==> config.mk <==
export PLATFORM = sky130hd
export DESIGN_NAME = rwd_watchdog
export DESIGN_NICKNAME = d
export VERILOG_FILES = /design/src/common/rwd_pkg.sv /design/src/hdl/rwd_watchdog.sv /design/src/hdl/rwd_sync.sv /design/src/hdl/rwd_counter.sv
export VERILOG_INCLUDE_DIRS = /design/src /design/src/common
export SDC_FILE = /design/constraint.sdc
export NUM_CORES = 1
export LEC_CHECK = 0
export ABC_CLOCK_PERIOD_IN_PS = 2600
export BUFFER_PORTS_ARGS = -buffer_cell sky130_fd_sc_hd__clkbuf_2
export CAP_MARGIN = 0
export CORE_MARGIN = 4
export CORE_UTILIZATION = 52
export CTS_CLUSTER_SIZE = 12
export DETAILED_ROUTE_END_ITERATION = 8
export PLACE_DENSITY = 0.8
export SLEW_MARGIN = 15
export SYNTH_ARGS = -nofsm -noshare
export SYNTH_HDL_FRONTEND = slang
export SYNTH_SLANG_ARGS = --single-unit
==> constraint.sdc <==
create_clock -name clk_sys -period 2.6 [get_ports clk_sys]
set_input_delay 0.13 -clock clk_sys [delete_from_list [all_inputs] [get_ports clk_sys]]
set_output_delay 0.13 -clock clk_sys [all_outputs]
set_load 0.005 [all_outputs]
==> src/common/rwd_defs.svh <==
`ifndef RWD_DEFS_SVH
`define RWD_DEFS_SVH

// register byte offsets on the bus
`define RWD_MODE_OFFSET 12'h000
`define RWD_COMMAND_OFFSET 12'h004
`define RWD_STATUS_OFFSET 12'h008
`define RWD_COUNT_OFFSET 12'h00C

// mode register fields
`define RWD_ENABLE_BIT 7
`define RWD_TAP_LSB 5
`define RWD_RESET_LINK_BIT 1
`define RWD_MODE_RESET 8'h80
`define RWD_MODE_WMASK 8'hE2

// command codes
`define RWD_CODE_CLEAR 8'h4E
`define RWD_CODE_DISABLE 8'hB1

// counter geometry
`define RWD_COUNT_WIDTH 22
`define RWD_OSC_PER_TICK 2

// fault hold in states (one state = two oscillator periods)
`define RWD_HOLD_STATES_MIN 8
`define RWD_HOLD_STATES_MAX 20
`define RWD_HOLD_STATES 12

// axi responses
`define RWD_RESP_OKAY 2'h0
`define RWD_RESP_SLVERR 2'h2

`endif

==> src/common/rwd_pkg.sv <==
package rwd_pkg;

  typedef enum logic [1:0] {
    RWD_TAP_16 = 2'h0,
    RWD_TAP_18 = 2'h1,
    RWD_TAP_20 = 2'h2,
    RWD_TAP_22 = 2'h3
  } rwd_tap_type;

  typedef struct packed {
    logic enable;
    rwd_tap_type tap;
    logic resetLink;
  } rwd_mode_type;

  typedef struct packed {
    logic standby;
    logic busGrantAck;
  } rwd_power_type;

endpackage : rwd_pkg

==> src/hdl/rwd_watchdog.sv <==
// Function
// (RULE1) 22-stage counter ticking every two oscillator periods
// (RULE2) four taps select detection period
// (RULE3) overflow raises nmi and drives fault low
// (RULE4) fault held until disable then clear code
// (RULE5) reset link holds fault, then resets chip
// (RULE6) reset link bit clears on reset
// (RULE7) tap field resets to shortest period
// (RULE8) enable resets set; disable needs clear-then-code
// (RULE9) setting enable bit alone re-enables
// (RULE10) counter runs while watchdog disabled
// (RULE11) clear code zeroes the counter
// (RULE12) reset and standby entry zero counter
// (RULE13) uncleared counter wraps through 22 stages
// (RULE14) counter halts in idle and stop
// (RULE15) counter runs while bus is released
// (RULE16) counting resumes enabled right after reset
// (RULE17) software clears before detection time elapses
// (RULE18) software clears counter before re-enabling
// (RULE19) interval-timer handler clears on every interrupt
// (RULE20) enable bit sits at mode bit 7
// (RULE21) other command values have no effect
//
// Register access over AXI4-Lite and the address map were left to the implementer.
`timescale 1ns/1ps
`default_nettype none

`include "rwd_defs.svh"

module rwd_watchdog #(
  parameter int HOLD_STATES = `RWD_HOLD_STATES
) (
  // clock and reset
  input wire logic clk_sys,
  input wire logic arst_n,
  // axi4-lite write address
  input wire logic [11:0] s_axi_awaddr,
  input wire logic [2:0] s_axi_awprot,
  input wire logic s_axi_awvalid,
  output logic s_axi_awready,
  // axi4-lite write data
  input wire logic [31:0] s_axi_wdata,
  input wire logic [3:0] s_axi_wstrb,
  input wire logic s_axi_wvalid,
  output logic s_axi_wready,
  // axi4-lite write response
  output logic [1:0] s_axi_bresp,
  output logic s_axi_bvalid,
  input wire logic s_axi_bready,
  // axi4-lite read address
  input wire logic [11:0] s_axi_araddr,
  input wire logic [2:0] s_axi_arprot,
  input wire logic s_axi_arvalid,
  output logic s_axi_arready,
  // axi4-lite read data
  output logic [31:0] s_axi_rdata,
  output logic [1:0] s_axi_rresp,
  output logic s_axi_rvalid,
  input wire logic s_axi_rready,
  // chip power state and bus release, from outside this clock
  input wire logic standby_mode,
  input wire logic bus_grant_ack_n,
  // watchdog outputs
  output logic wd_irq,
  output logic wd_fault_out_n,
  output logic wd_chip_reset_req
);

  localparam int HOLD_CYCLES = HOLD_STATES * `RWD_OSC_PER_TICK;
  localparam int HOLD_W = $clog2(HOLD_CYCLES + 1);

  initial begin
    if (HOLD_STATES < `RWD_HOLD_STATES_MIN || HOLD_STATES > `RWD_HOLD_STATES_MAX) begin
      $error("rwd_watchdog fault hold must be 8 to 20 states");
    end
  end

  rwd_pkg::rwd_mode_type wd_mode_reg;
  rwd_pkg::rwd_power_type powerSync;
  logic wdActive;
  logic tick;
  logic counterClear;
  logic overflow;
  logic standbyLast;
  logic [`RWD_COUNT_WIDTH-1:0] count;
  logic [HOLD_W-1:0] holdCount;

  // write channel holding
  logic awHeld;
  logic wHeld;
  logic [11:0] awAddr;
  logic [31:0] wData;
  logic [3:0] wStrb;
  logic doWrite;
  logic modeWrite;
  logic cmdWrite;
  logic [7:0] next_modeByte;

  function automatic logic known_addr(input logic [11:0] addr);
    known_addr = (addr == `RWD_MODE_OFFSET) || (addr == `RWD_COMMAND_OFFSET) ||
                 (addr == `RWD_STATUS_OFFSET) || (addr == `RWD_COUNT_OFFSET);
  endfunction : known_addr

  rwd_sync #(
    .WIDTH(2)
  ) u_sync (
    .clk_sys(clk_sys),
    .arst_n(arst_n),
    .asyncIn({standby_mode, ~bus_grant_ack_n}),
    .syncOut(powerSync)
  );

  // one tick every two oscillator periods
  always_ff @(posedge clk_sys or negedge arst_n) begin
    if (!arst_n) begin
      tick <= 1'b0;
    end else begin
      tick <= ~tick; // RULE1
    end
  end

  always_ff @(posedge clk_sys or negedge arst_n) begin
    if (!arst_n) begin
      standbyLast <= 1'b0;
    end else begin
      standbyLast <= powerSync.standby;
    end
  end

  // bus release does not enter the run condition on purpose
  assign counterClear = (cmdWrite && wData[7:0] == `RWD_CODE_CLEAR) ||
                        (powerSync.standby && !standbyLast); // RULE11 RULE12 RULE21

  rwd_counter #(
    .WIDTH(`RWD_COUNT_WIDTH)
  ) u_counter (
    .clk_sys(clk_sys),
    .arst_n(arst_n),
    .tick(tick),
    .clear(counterClear),
    .run(!powerSync.standby), // RULE14 RULE15 RULE10
    .tap(wd_mode_reg.tap),
    .count(count),
    .overflow(overflow)
  );

  // bus slave: address and data taken in either order
  assign doWrite = awHeld && wHeld && !s_axi_bvalid;
  assign modeWrite = doWrite && awAddr == `RWD_MODE_OFFSET && wStrb[0];
  assign cmdWrite = doWrite && awAddr == `RWD_COMMAND_OFFSET && wStrb[0];

  always_ff @(posedge clk_sys or negedge arst_n) begin
    if (!arst_n) begin
      awHeld <= 1'b0;
      awAddr <= '0;
      s_axi_awready <= 1'b1;
    end else if (s_axi_awvalid && s_axi_awready) begin
      awHeld <= 1'b1;
      awAddr <= {s_axi_awaddr[11:2], 2'b00};
      s_axi_awready <= 1'b0;
    end else if (doWrite) begin
      awHeld <= 1'b0;
    end else if (!awHeld && !s_axi_bvalid) begin
      s_axi_awready <= 1'b1;
    end
  end

  always_ff @(posedge clk_sys or negedge arst_n) begin
    if (!arst_n) begin
      wHeld <= 1'b0;
      wData <= '0;
      wStrb <= '0;
      s_axi_wready <= 1'b1;
    end else if (s_axi_wvalid && s_axi_wready) begin
      wHeld <= 1'b1;
      wData <= s_axi_wdata;
      wStrb <= s_axi_wstrb;
      s_axi_wready <= 1'b0;
    end else if (doWrite) begin
      wHeld <= 1'b0;
    end else if (!wHeld && !s_axi_bvalid) begin
      s_axi_wready <= 1'b1;
    end
  end

  always_ff @(posedge clk_sys or negedge arst_n) begin
    if (!arst_n) begin
      s_axi_bvalid <= 1'b0;
      s_axi_bresp <= `RWD_RESP_OKAY;
    end else if (doWrite) begin
      s_axi_bvalid <= 1'b1;
      s_axi_bresp <= known_addr(awAddr) ? `RWD_RESP_OKAY : `RWD_RESP_SLVERR;
    end else if (s_axi_bready) begin
      s_axi_bvalid <= 1'b0;
    end
  end

  // mode register
  assign next_modeByte = wData[7:0] & `RWD_MODE_WMASK;

  always_ff @(posedge clk_sys or negedge arst_n) begin
    if (!arst_n) begin
      wd_mode_reg.enable <= 1'b1; // RULE8 RULE16
      wd_mode_reg.tap <= rwd_pkg::RWD_TAP_16; // RULE7
      wd_mode_reg.resetLink <= 1'b0; // RULE6
    end else if (modeWrite) begin
      wd_mode_reg.enable <= next_modeByte[`RWD_ENABLE_BIT]; // RULE20
      wd_mode_reg.tap <= rwd_pkg::rwd_tap_type'(next_modeByte[`RWD_TAP_LSB +: 2]);
      wd_mode_reg.resetLink <= next_modeByte[`RWD_RESET_LINK_BIT];
    end
  end

  // active state: cleared only by disable code with enable bit already low
  always_ff @(posedge clk_sys or negedge arst_n) begin
    if (!arst_n) begin
      wdActive <= 1'b1; // RULE16
    end else if (modeWrite && next_modeByte[`RWD_ENABLE_BIT]) begin
      wdActive <= 1'b1; // RULE9
    end else if (cmdWrite && wData[7:0] == `RWD_CODE_DISABLE && !wd_mode_reg.enable) begin
      wdActive <= 1'b0; // RULE8 RULE21
    end
  end

  // interrupt pulse on overflow while active
  always_ff @(posedge clk_sys or negedge arst_n) begin
    if (!arst_n) begin
      wd_irq <= 1'b0;
    end else begin
      wd_irq <= overflow && wdActive; // RULE3 RULE10
    end
  end

  // fault pin: overflow sets, which wins over a same-cycle clear
  always_ff @(posedge clk_sys or negedge arst_n) begin
    if (!arst_n) begin
      wd_fault_out_n <= 1'b1;
    end else if (overflow && wdActive) begin
      wd_fault_out_n <= 1'b0; // RULE3
    end else if (!wdActive && cmdWrite && wData[7:0] == `RWD_CODE_CLEAR) begin
      wd_fault_out_n <= 1'b1; // RULE4
    end
  end

  // reset link: hold fault low for a fixed number of states, then reset
  always_ff @(posedge clk_sys or negedge arst_n) begin
    if (!arst_n) begin
      holdCount <= '0;
      wd_chip_reset_req <= 1'b0;
    end else if (!wd_mode_reg.resetLink || wd_fault_out_n) begin
      holdCount <= '0;
      wd_chip_reset_req <= 1'b0;
    end else if (holdCount == HOLD_W'(HOLD_CYCLES - 1)) begin
      wd_chip_reset_req <= 1'b1; // RULE5
    end else begin
      holdCount <= holdCount + HOLD_W'(1); // RULE5
    end
  end

  // read channel
  always_ff @(posedge clk_sys or negedge arst_n) begin
    if (!arst_n) begin
      s_axi_arready <= 1'b1;
      s_axi_rvalid <= 1'b0;
      s_axi_rdata <= '0;
      s_axi_rresp <= `RWD_RESP_OKAY;
    end else if (s_axi_arvalid && s_axi_arready) begin
      s_axi_arready <= 1'b0;
      s_axi_rvalid <= 1'b1;
      s_axi_rresp <= known_addr({s_axi_araddr[11:2], 2'b00}) ? `RWD_RESP_OKAY
                                                              : `RWD_RESP_SLVERR;
      unique case ({s_axi_araddr[11:2], 2'b00})
        `RWD_MODE_OFFSET: s_axi_rdata <= {24'h000000, wd_mode_reg.enable,
                                          wd_mode_reg.tap, 3'h0,
                                          wd_mode_reg.resetLink, 1'b0};
        `RWD_STATUS_OFFSET: s_axi_rdata <= {27'h0000000, powerSync.busGrantAck, wd_chip_reset_req,
                                            powerSync.standby, ~wd_fault_out_n,
                                            wdActive};
        `RWD_COUNT_OFFSET: s_axi_rdata <= {10'h000, count};
        default: s_axi_rdata <= '0;
      endcase
    end else if (s_axi_rvalid && s_axi_rready) begin
      s_axi_rvalid <= 1'b0;
      s_axi_arready <= 1'b1;
    end
  end

endmodule : rwd_watchdog

`default_nettype wire

==> src/hdl/rwd_sync.sv <==
`timescale 1ns/1ps
`default_nettype none

module rwd_sync #(
  parameter int WIDTH = 1
) (
  // clock and reset
  input wire logic clk_sys,
  input wire logic arst_n,
  // data
  input wire logic [WIDTH-1:0] asyncIn,
  output logic [WIDTH-1:0] syncOut
);

  logic [WIDTH-1:0] stage1;
  logic [WIDTH-1:0] stage2;
  logic [WIDTH-1:0] stage3;

  initial begin
    if (WIDTH < 1) $error("rwd_sync width must be positive");
  end

  always_ff @(posedge clk_sys or negedge arst_n) begin
    if (!arst_n) begin
      stage1 <= '0;
      stage2 <= '0;
      stage3 <= '0;
    end else begin
      stage1 <= asyncIn;
      stage2 <= stage1;
      stage3 <= stage2;
    end
  end

  // a bit changes only once stages two and three agree
  always_ff @(posedge clk_sys or negedge arst_n) begin
    if (!arst_n) begin
      syncOut <= '0;
    end else begin
      for (int i = 0; i < WIDTH; i++) begin
        if (stage2[i] == stage3[i]) begin
          syncOut[i] <= stage3[i];
        end
      end
    end
  end

endmodule : rwd_sync

`default_nettype wire

==> src/hdl/rwd_counter.sv <==
`timescale 1ns/1ps
`default_nettype none

`include "rwd_defs.svh"

module rwd_counter #(
  parameter int WIDTH = `RWD_COUNT_WIDTH
) (
  // clock and reset
  input wire logic clk_sys,
  input wire logic arst_n,
  // control
  input wire logic tick,
  input wire logic clear,
  input wire logic run,
  input wire rwd_pkg::rwd_tap_type tap,
  // state
  output logic [WIDTH-1:0] count,
  output logic overflow
);

  logic [WIDTH-1:0] next_count;
  logic tapCarry;

  initial begin
    if (WIDTH != `RWD_COUNT_WIDTH) $error("rwd_counter taps need 22 stages");
  end

  assign next_count = count + {{(WIDTH-1){1'b0}}, 1'b1};

  // carry into the selected stage: all bits below it set
  always_comb begin
    unique case (tap)
      rwd_pkg::RWD_TAP_16: tapCarry = &count[14:0];
      rwd_pkg::RWD_TAP_18: tapCarry = &count[16:0];
      rwd_pkg::RWD_TAP_20: tapCarry = &count[18:0];
      rwd_pkg::RWD_TAP_22: tapCarry = &count[20:0];
    endcase
  end

  always_ff @(posedge clk_sys or negedge arst_n) begin
    if (!arst_n) begin
      count <= '0; // RULE12
      overflow <= 1'b0;
    end else begin
      overflow <= 1'b0;
      if (clear) begin
        count <= '0; // RULE11 RULE12
      end else if (tick && run) begin // RULE14
        count <= next_count; // RULE1 RULE13
        overflow <= tapCarry; // RULE2
      end
    end
  end

endmodule : rwd_counter

`default_nettype wire

# Word-level counts from Yosys, hierarchy flattened
# Index checks and enable logic that the tools add are counted.
[word_totals]
ff_bits = 108
in_bits = 75
out_inout_bits = 44
word_cells = 139
[classes]
n_addsub = 2
n_eq_ne = 17
n_mux = 31
bitwise = 3
reduce_logical = 56
[ops]
columns = ["op", "count"]
rows = [
  ["22-bit case mux with 3 select lines", 1],
  ["22-bit two-way mux", 2],
  ["10-bit by 2-bit == test with 1-bit output, second input constant", 4],
  ["1-bit two-way mux", 23],
  ["22-bit by 1-bit adder with 22-bit output, second input constant", 1],
  ["1-bit logical AND", 21],
  ["21-bit AND reduction", 1],
  ["10-bit by 1-bit == test with 1-bit output, second input constant", 2],
  ["2-bit nonzero test", 10],
  ["19-bit AND reduction", 1],
  ["17-bit AND reduction", 1],
  ["15-bit AND reduction", 1],
  ["12-bit zero test", 1],
  ["10-bit zero test", 1],
  ["5-bit two-way mux", 2],
  ["8-bit by 7-bit == test with 1-bit output, second input constant", 1],
  ["8-bit == test, second input constant", 1],
  ["1-bit zero test", 8],
  ["1-bit logical OR", 8],
  ["5-bit by 1-bit adder with 5-bit output, second input constant", 1],
  ["5-bit == test, second input constant", 1],
  ["2-bit == test, second input constant", 2],
  ["2-bit two-way mux", 2],
  ["2-bit by 1-bit inequality test with 1-bit output, second input constant", 2],
  ["7 further kinds", 11],
]

# Depth between registers and ports, before layout
[depth]
word_depth = 8
ltp_mapped = 7
ltp_nobuf = 7

# By module
# A second synthesis with hierarchy kept.
[hier_totals]
cells_unflattened = 361
area_unflattened_um2 = 4265.3
[by_module_without_submodules]
columns = ["module", "n_inst", "cells_each", "area_per_inst_um2", "seq_area_each_um2"]
rows = [
  ["rwd_watchdog", 1, 222, 2821.5, 1634.1],
  ["rwd_counter", 1, 129, 1221.2, 575.6],
  ["rwd_sync", 1, 10, 222.7, 200.2],
]

# Worst setup path before layout
# No wires, ideal clock.
[synth_path]
path_kind = "register to register"
startpoint = "reg u_counter.count[7]"
endpoint = "reg u_counter.count[21]"
setup_ps = 74
arrival_time_ps = 1838
required_ps = 2526
setup_slack_ps = 687
path_stages_with_launch = 6
n_path_buf = 1
synth_period_minus_slack_ps = 1913
cell_sequence = "dfrtp_1 > nand4_2 > or4_1 > buf_2 > or4_4 > a21oi_2"
[synth_between]
elab_chain_len = 3
[synth_lines]
columns = ["item", "line_no", "source"]
rows = [
  ["start: declaration", "rwd_counter.sv:18", "output logic [WIDTH-1:0] count,"],
  ["start signal: assignment", "rwd_counter.sv:50", "count <= next_count;"],
  ["22-bit by 1-bit adder with 22-bit output", "rwd_counter.sv:29", "assign next_count = count + {{(WIDTH-1){1'b0}}, 1'b1};"],
  ["22-bit two-way mux", "rwd_counter.sv:49", "end else if (tick && run) begin"],
  ["22-bit two-way mux", "rwd_counter.sv:47", "if (clear) begin"],
]
# No other way between the ends. The select of a mux whose other input is x is not followed.
# A chain may end at the register's enable or synchronous reset.

# Final worst setup path
[layout_path]
startpoint = "reg u_sync.syncOut[1]"
endpoint = "reg u_counter.count[21]"
[layout_between]
elab_chain_len = 3
elab_cells_between_ends = 6
cone_classes = "mux: 1; reduce/logical: 5"
[layout_lines]
columns = ["item", "line_no", "source"]
rows = [
  ["start: declaration", "rwd_sync.sv:12", "output logic [WIDTH-1:0] syncOut"],
  ["start signal: indexed assignment", "rwd_sync.sv:42", "syncOut[i] <= stage3[i];"],
  ["1-bit logical AND or 1-bit zero test (tied branches)", "rwd_watchdog.sv:132, rwd_watchdog.sv:141", ""],
  ["1-bit logical OR or 1-bit logical AND (tied branches)", "rwd_watchdog.sv:131, rwd_counter.sv:49", ""],
  ["22-bit two-way mux or 2-bit nonzero test (tied branches)", "-", ""],
]
# Parallel ways exist; a longest one is shown, timed or not.

==> flow_summary.yaml <==
finish:
  drive_gt1_share_pct: 27.8
  register_area_sq_um: 2410
  stdcell_area_sq_um: 4840
  layout_commonest_cell: "dfrtp_1"
  multi_input_area_sq_um: 1570
  fillers: 615
  largestRegisters: "s_axi_rdata: 22 flops, u_counter.count: 22 flops, awAddr: 10 flops"
  instances_no_fill: 551
  synthToLayoutAreaGrowth_pct: 17.3
  final_cell_mix: "dfrtp_1, clkbuf_2, nand2_1, nor2_1, mux2_2"
  fin_nets: 522
  antennaDiodeCount: 0
timing:
  rsz0062_at_grt: "false"
  fin_tns_setup_ns: 0
  slew_viol_final: 0
  finalClockSkew_ns: 0.0102
  whs_ns: 0.00676
  fin_crit_sh_pct: 83.0
  tightestPinTransition_ns: 0.722
  max_freq_ghz: 0.464
  min_period_ns: 2.16
  setup_viol: 0
  relSlewSlack_pct: 51.7
  hold_viol: 0
pwr:
  p_comb_share_pct: 15.7
  vdd_drop_max_uv: 436
  switching_share_pct: 27.3
  clkPwrFrac_pct: 27.6
  p_switching_mw: 0.927
  cellPowerDensity_nw_per_um2: 701
  internal-power_mw: 2.46
  p_leak_nw: 2.26
  total_power_mw: 3.39
  seq_power_share_pct: 56.7
detailed_routing:
  viasPerCell: 5.42
  drtIter0Drc: 85
  drc: 0
  antenna_left: 0
  wl_per_cell_microns: 14.5
  dr.pass1.iters: 4
  routed_wl_mm: 7.98
  num_vias: 2989
run_status:
  status: "finished clean"
clock_tree:
  clock-sinks: 96
  cts_tree: "done"
  clock_latency_ns: 0.35
  clk_pin_slew_ns: 0.09
  cts_buffer_depth: 2
  root_buffer: "clkbuf_8"
  cts_setup_buffers: 0
  htreeDepth: 3
  cts_buffers: 9
die:
  die_w_microns: 97.1
  io_pins: 119
  die_h_microns: 97.1
  row_count: 32
  coreArea_sq_um: 7730
  initial_utilization_pct: 53.4
  die-area_sq_um: 9420
global_route:
  antenna_found_initial: 0
  grt_pass1_wl_mm: 14.3
  grt_max_degree: 57
  track_usage_pct: 18.2
  grt_pass1_vias: 3019
  grt_overflow: 0
worst_setup_path:
  crit_path_end_kind: "flop"
  cp_max_fo: 10
  cp_data_required_time_ns: 2.89
  crit_start: "u_sync.syncOut[1]"
  critPathKind: "reg2reg"
  arrival_ns: 2.44
  r2r-start: "u_sync.syncOut[1]"
  worstSetupStartpointType: "flop"
logic_synthesis:
  synth_compound_area_share_pct: 10.3
  synth_edf_count: 0
  yosys.area_share.simple_pct: 14.5
  muxShareOfSynthArea_pct: 7.74
  synth-async-reset-ratio_pct: 100
  synth_xor_area_share_pct: 2.97
  ys_seq_elements: 96
  synth_top_family_by_area: "simple AND/OR/NAND/NOR gates"
  synth_fa_ha_area_share_pct: 1.40
  post_synth.cell_area_avg_sq_um: 11.5
  synth.yosys.seq_area_share_pct: 58.4
  ys.flop_type: "dfrtp_1"
  synth_cell_types: 46
  syn-cell-area_sq_um: 4120
  syn_inst: 360
  yosys_warnings: 0
hold_path:
  worstHoldStart: "s_axi_awaddr[8]"
  holdCritPathClass: "in2reg"
run:
  drv_cap: 0
place:
  portBuffers: 69
  dpl-instance-area_sq_um: 4560
  dp_cells: 526
  hpwl_mm: 5.88
  gp_congestion: 0.827
-- stage by stage --
step,utilization [%],setup WS [ns]
floorplan,-,0.687
global placement,59.0,0.520
detailed placement,59.0,0.475
CTS,62.5,0.457
global route,62.6,0.294
finish,62.6,0.443
-- power groups by stage --
stage	Sequential, mW	Combinational [mW]	Clock (mW)
6_report	1.92	0.533	0.937
5_1_grt	1.95	0.606	1.03
4_1_cts	1.92	0.542	0.958
3_5_place_dp	1.95	0.528	0
3_3_place_gp	1.93	0.503	0
2_1_floorplan	1.89	0.384	0
-- area by class of cell --
type                            count  area share, %
Tap cell                          102           2.64
Inverter                           15           1.16
Clock inverter                      6           1.24
Clock buffer                       10           2.64
Sequential cell                    96           49.8
Multi-Input combinational cell    237           32.4
Timing Repair Buffer               85           10.1
-- synth_stat cells (all sizes together), types with 8 or more instances --
cell | count | share of area [%]
a21oi | 12 | 1.5
a22o | 14 | 3.0
buf | 13 | 2.3
clkbuf | 10 | 0.91
dfrtp | 90 | 55
inv | 15 | 1.4
mux2 | 23 | 6.3
nand2 | 27 | 2.5
nand3 | 10 | 1.2
nand4 | 10 | 1.7
nor2 | 26 | 2.4
nor4 | 10 | 1.5
o21ai | 18 | 2.2
xnor2 | 8 | 1.7
-- path summary, 6_finish.rpt --
| check | endpoint | slack (ns) | cells after the start |
|---|---|---|---|
| max | u_counter.count[21] | 0.44 | 4 |
| min | awAddr[8] | 0.007 | 2 |
| max reg2reg | u_counter.count[21] | 0.44 | 4 |
| min reg2reg | u_sync.stage2[0] | 0.35 | 0 |
| max in group asynchronous | wdActive | 1.48 | 3 |
| min in group asynchronous | s_axi_rdata[1] | 0.36 | 2 |
-- critical path, stage by stage (launching register included) --
cell      delay, ns
dfrtp_1        0.47
nand4b_1       0.31
or4_1          0.63
or4_4          0.54
a21oi_2        0.15
-- routing by layer --
metal	GRT usage [%]	up-vias	wire [microns]
met4	5.29	0	93
met2	30.1	70	3940
met1	24.4	1487	3590
met5	0	-	0
li1	-	1423	-
met3	3.80	9	357
-- cells by family (layout without fill, tap and decap cells) --
group,Yosys count,count (layout)
buffers and inverters,38,116
xor gates and xnor gates,14,14
DFF,96,96
other,1,12
and+or+nand+nor,115,115
AOI/OAI and AO/OA,62,62
adders and majority gates,5,5
muxes,29,29
-- timing repair --
item / CTS / global route
hold buffers: 8 / 1
hold endpoints to repair: 56 / 1
gates resized for setup: 0 / 0
No activity file was read; power rests on OpenSTA's default activity.
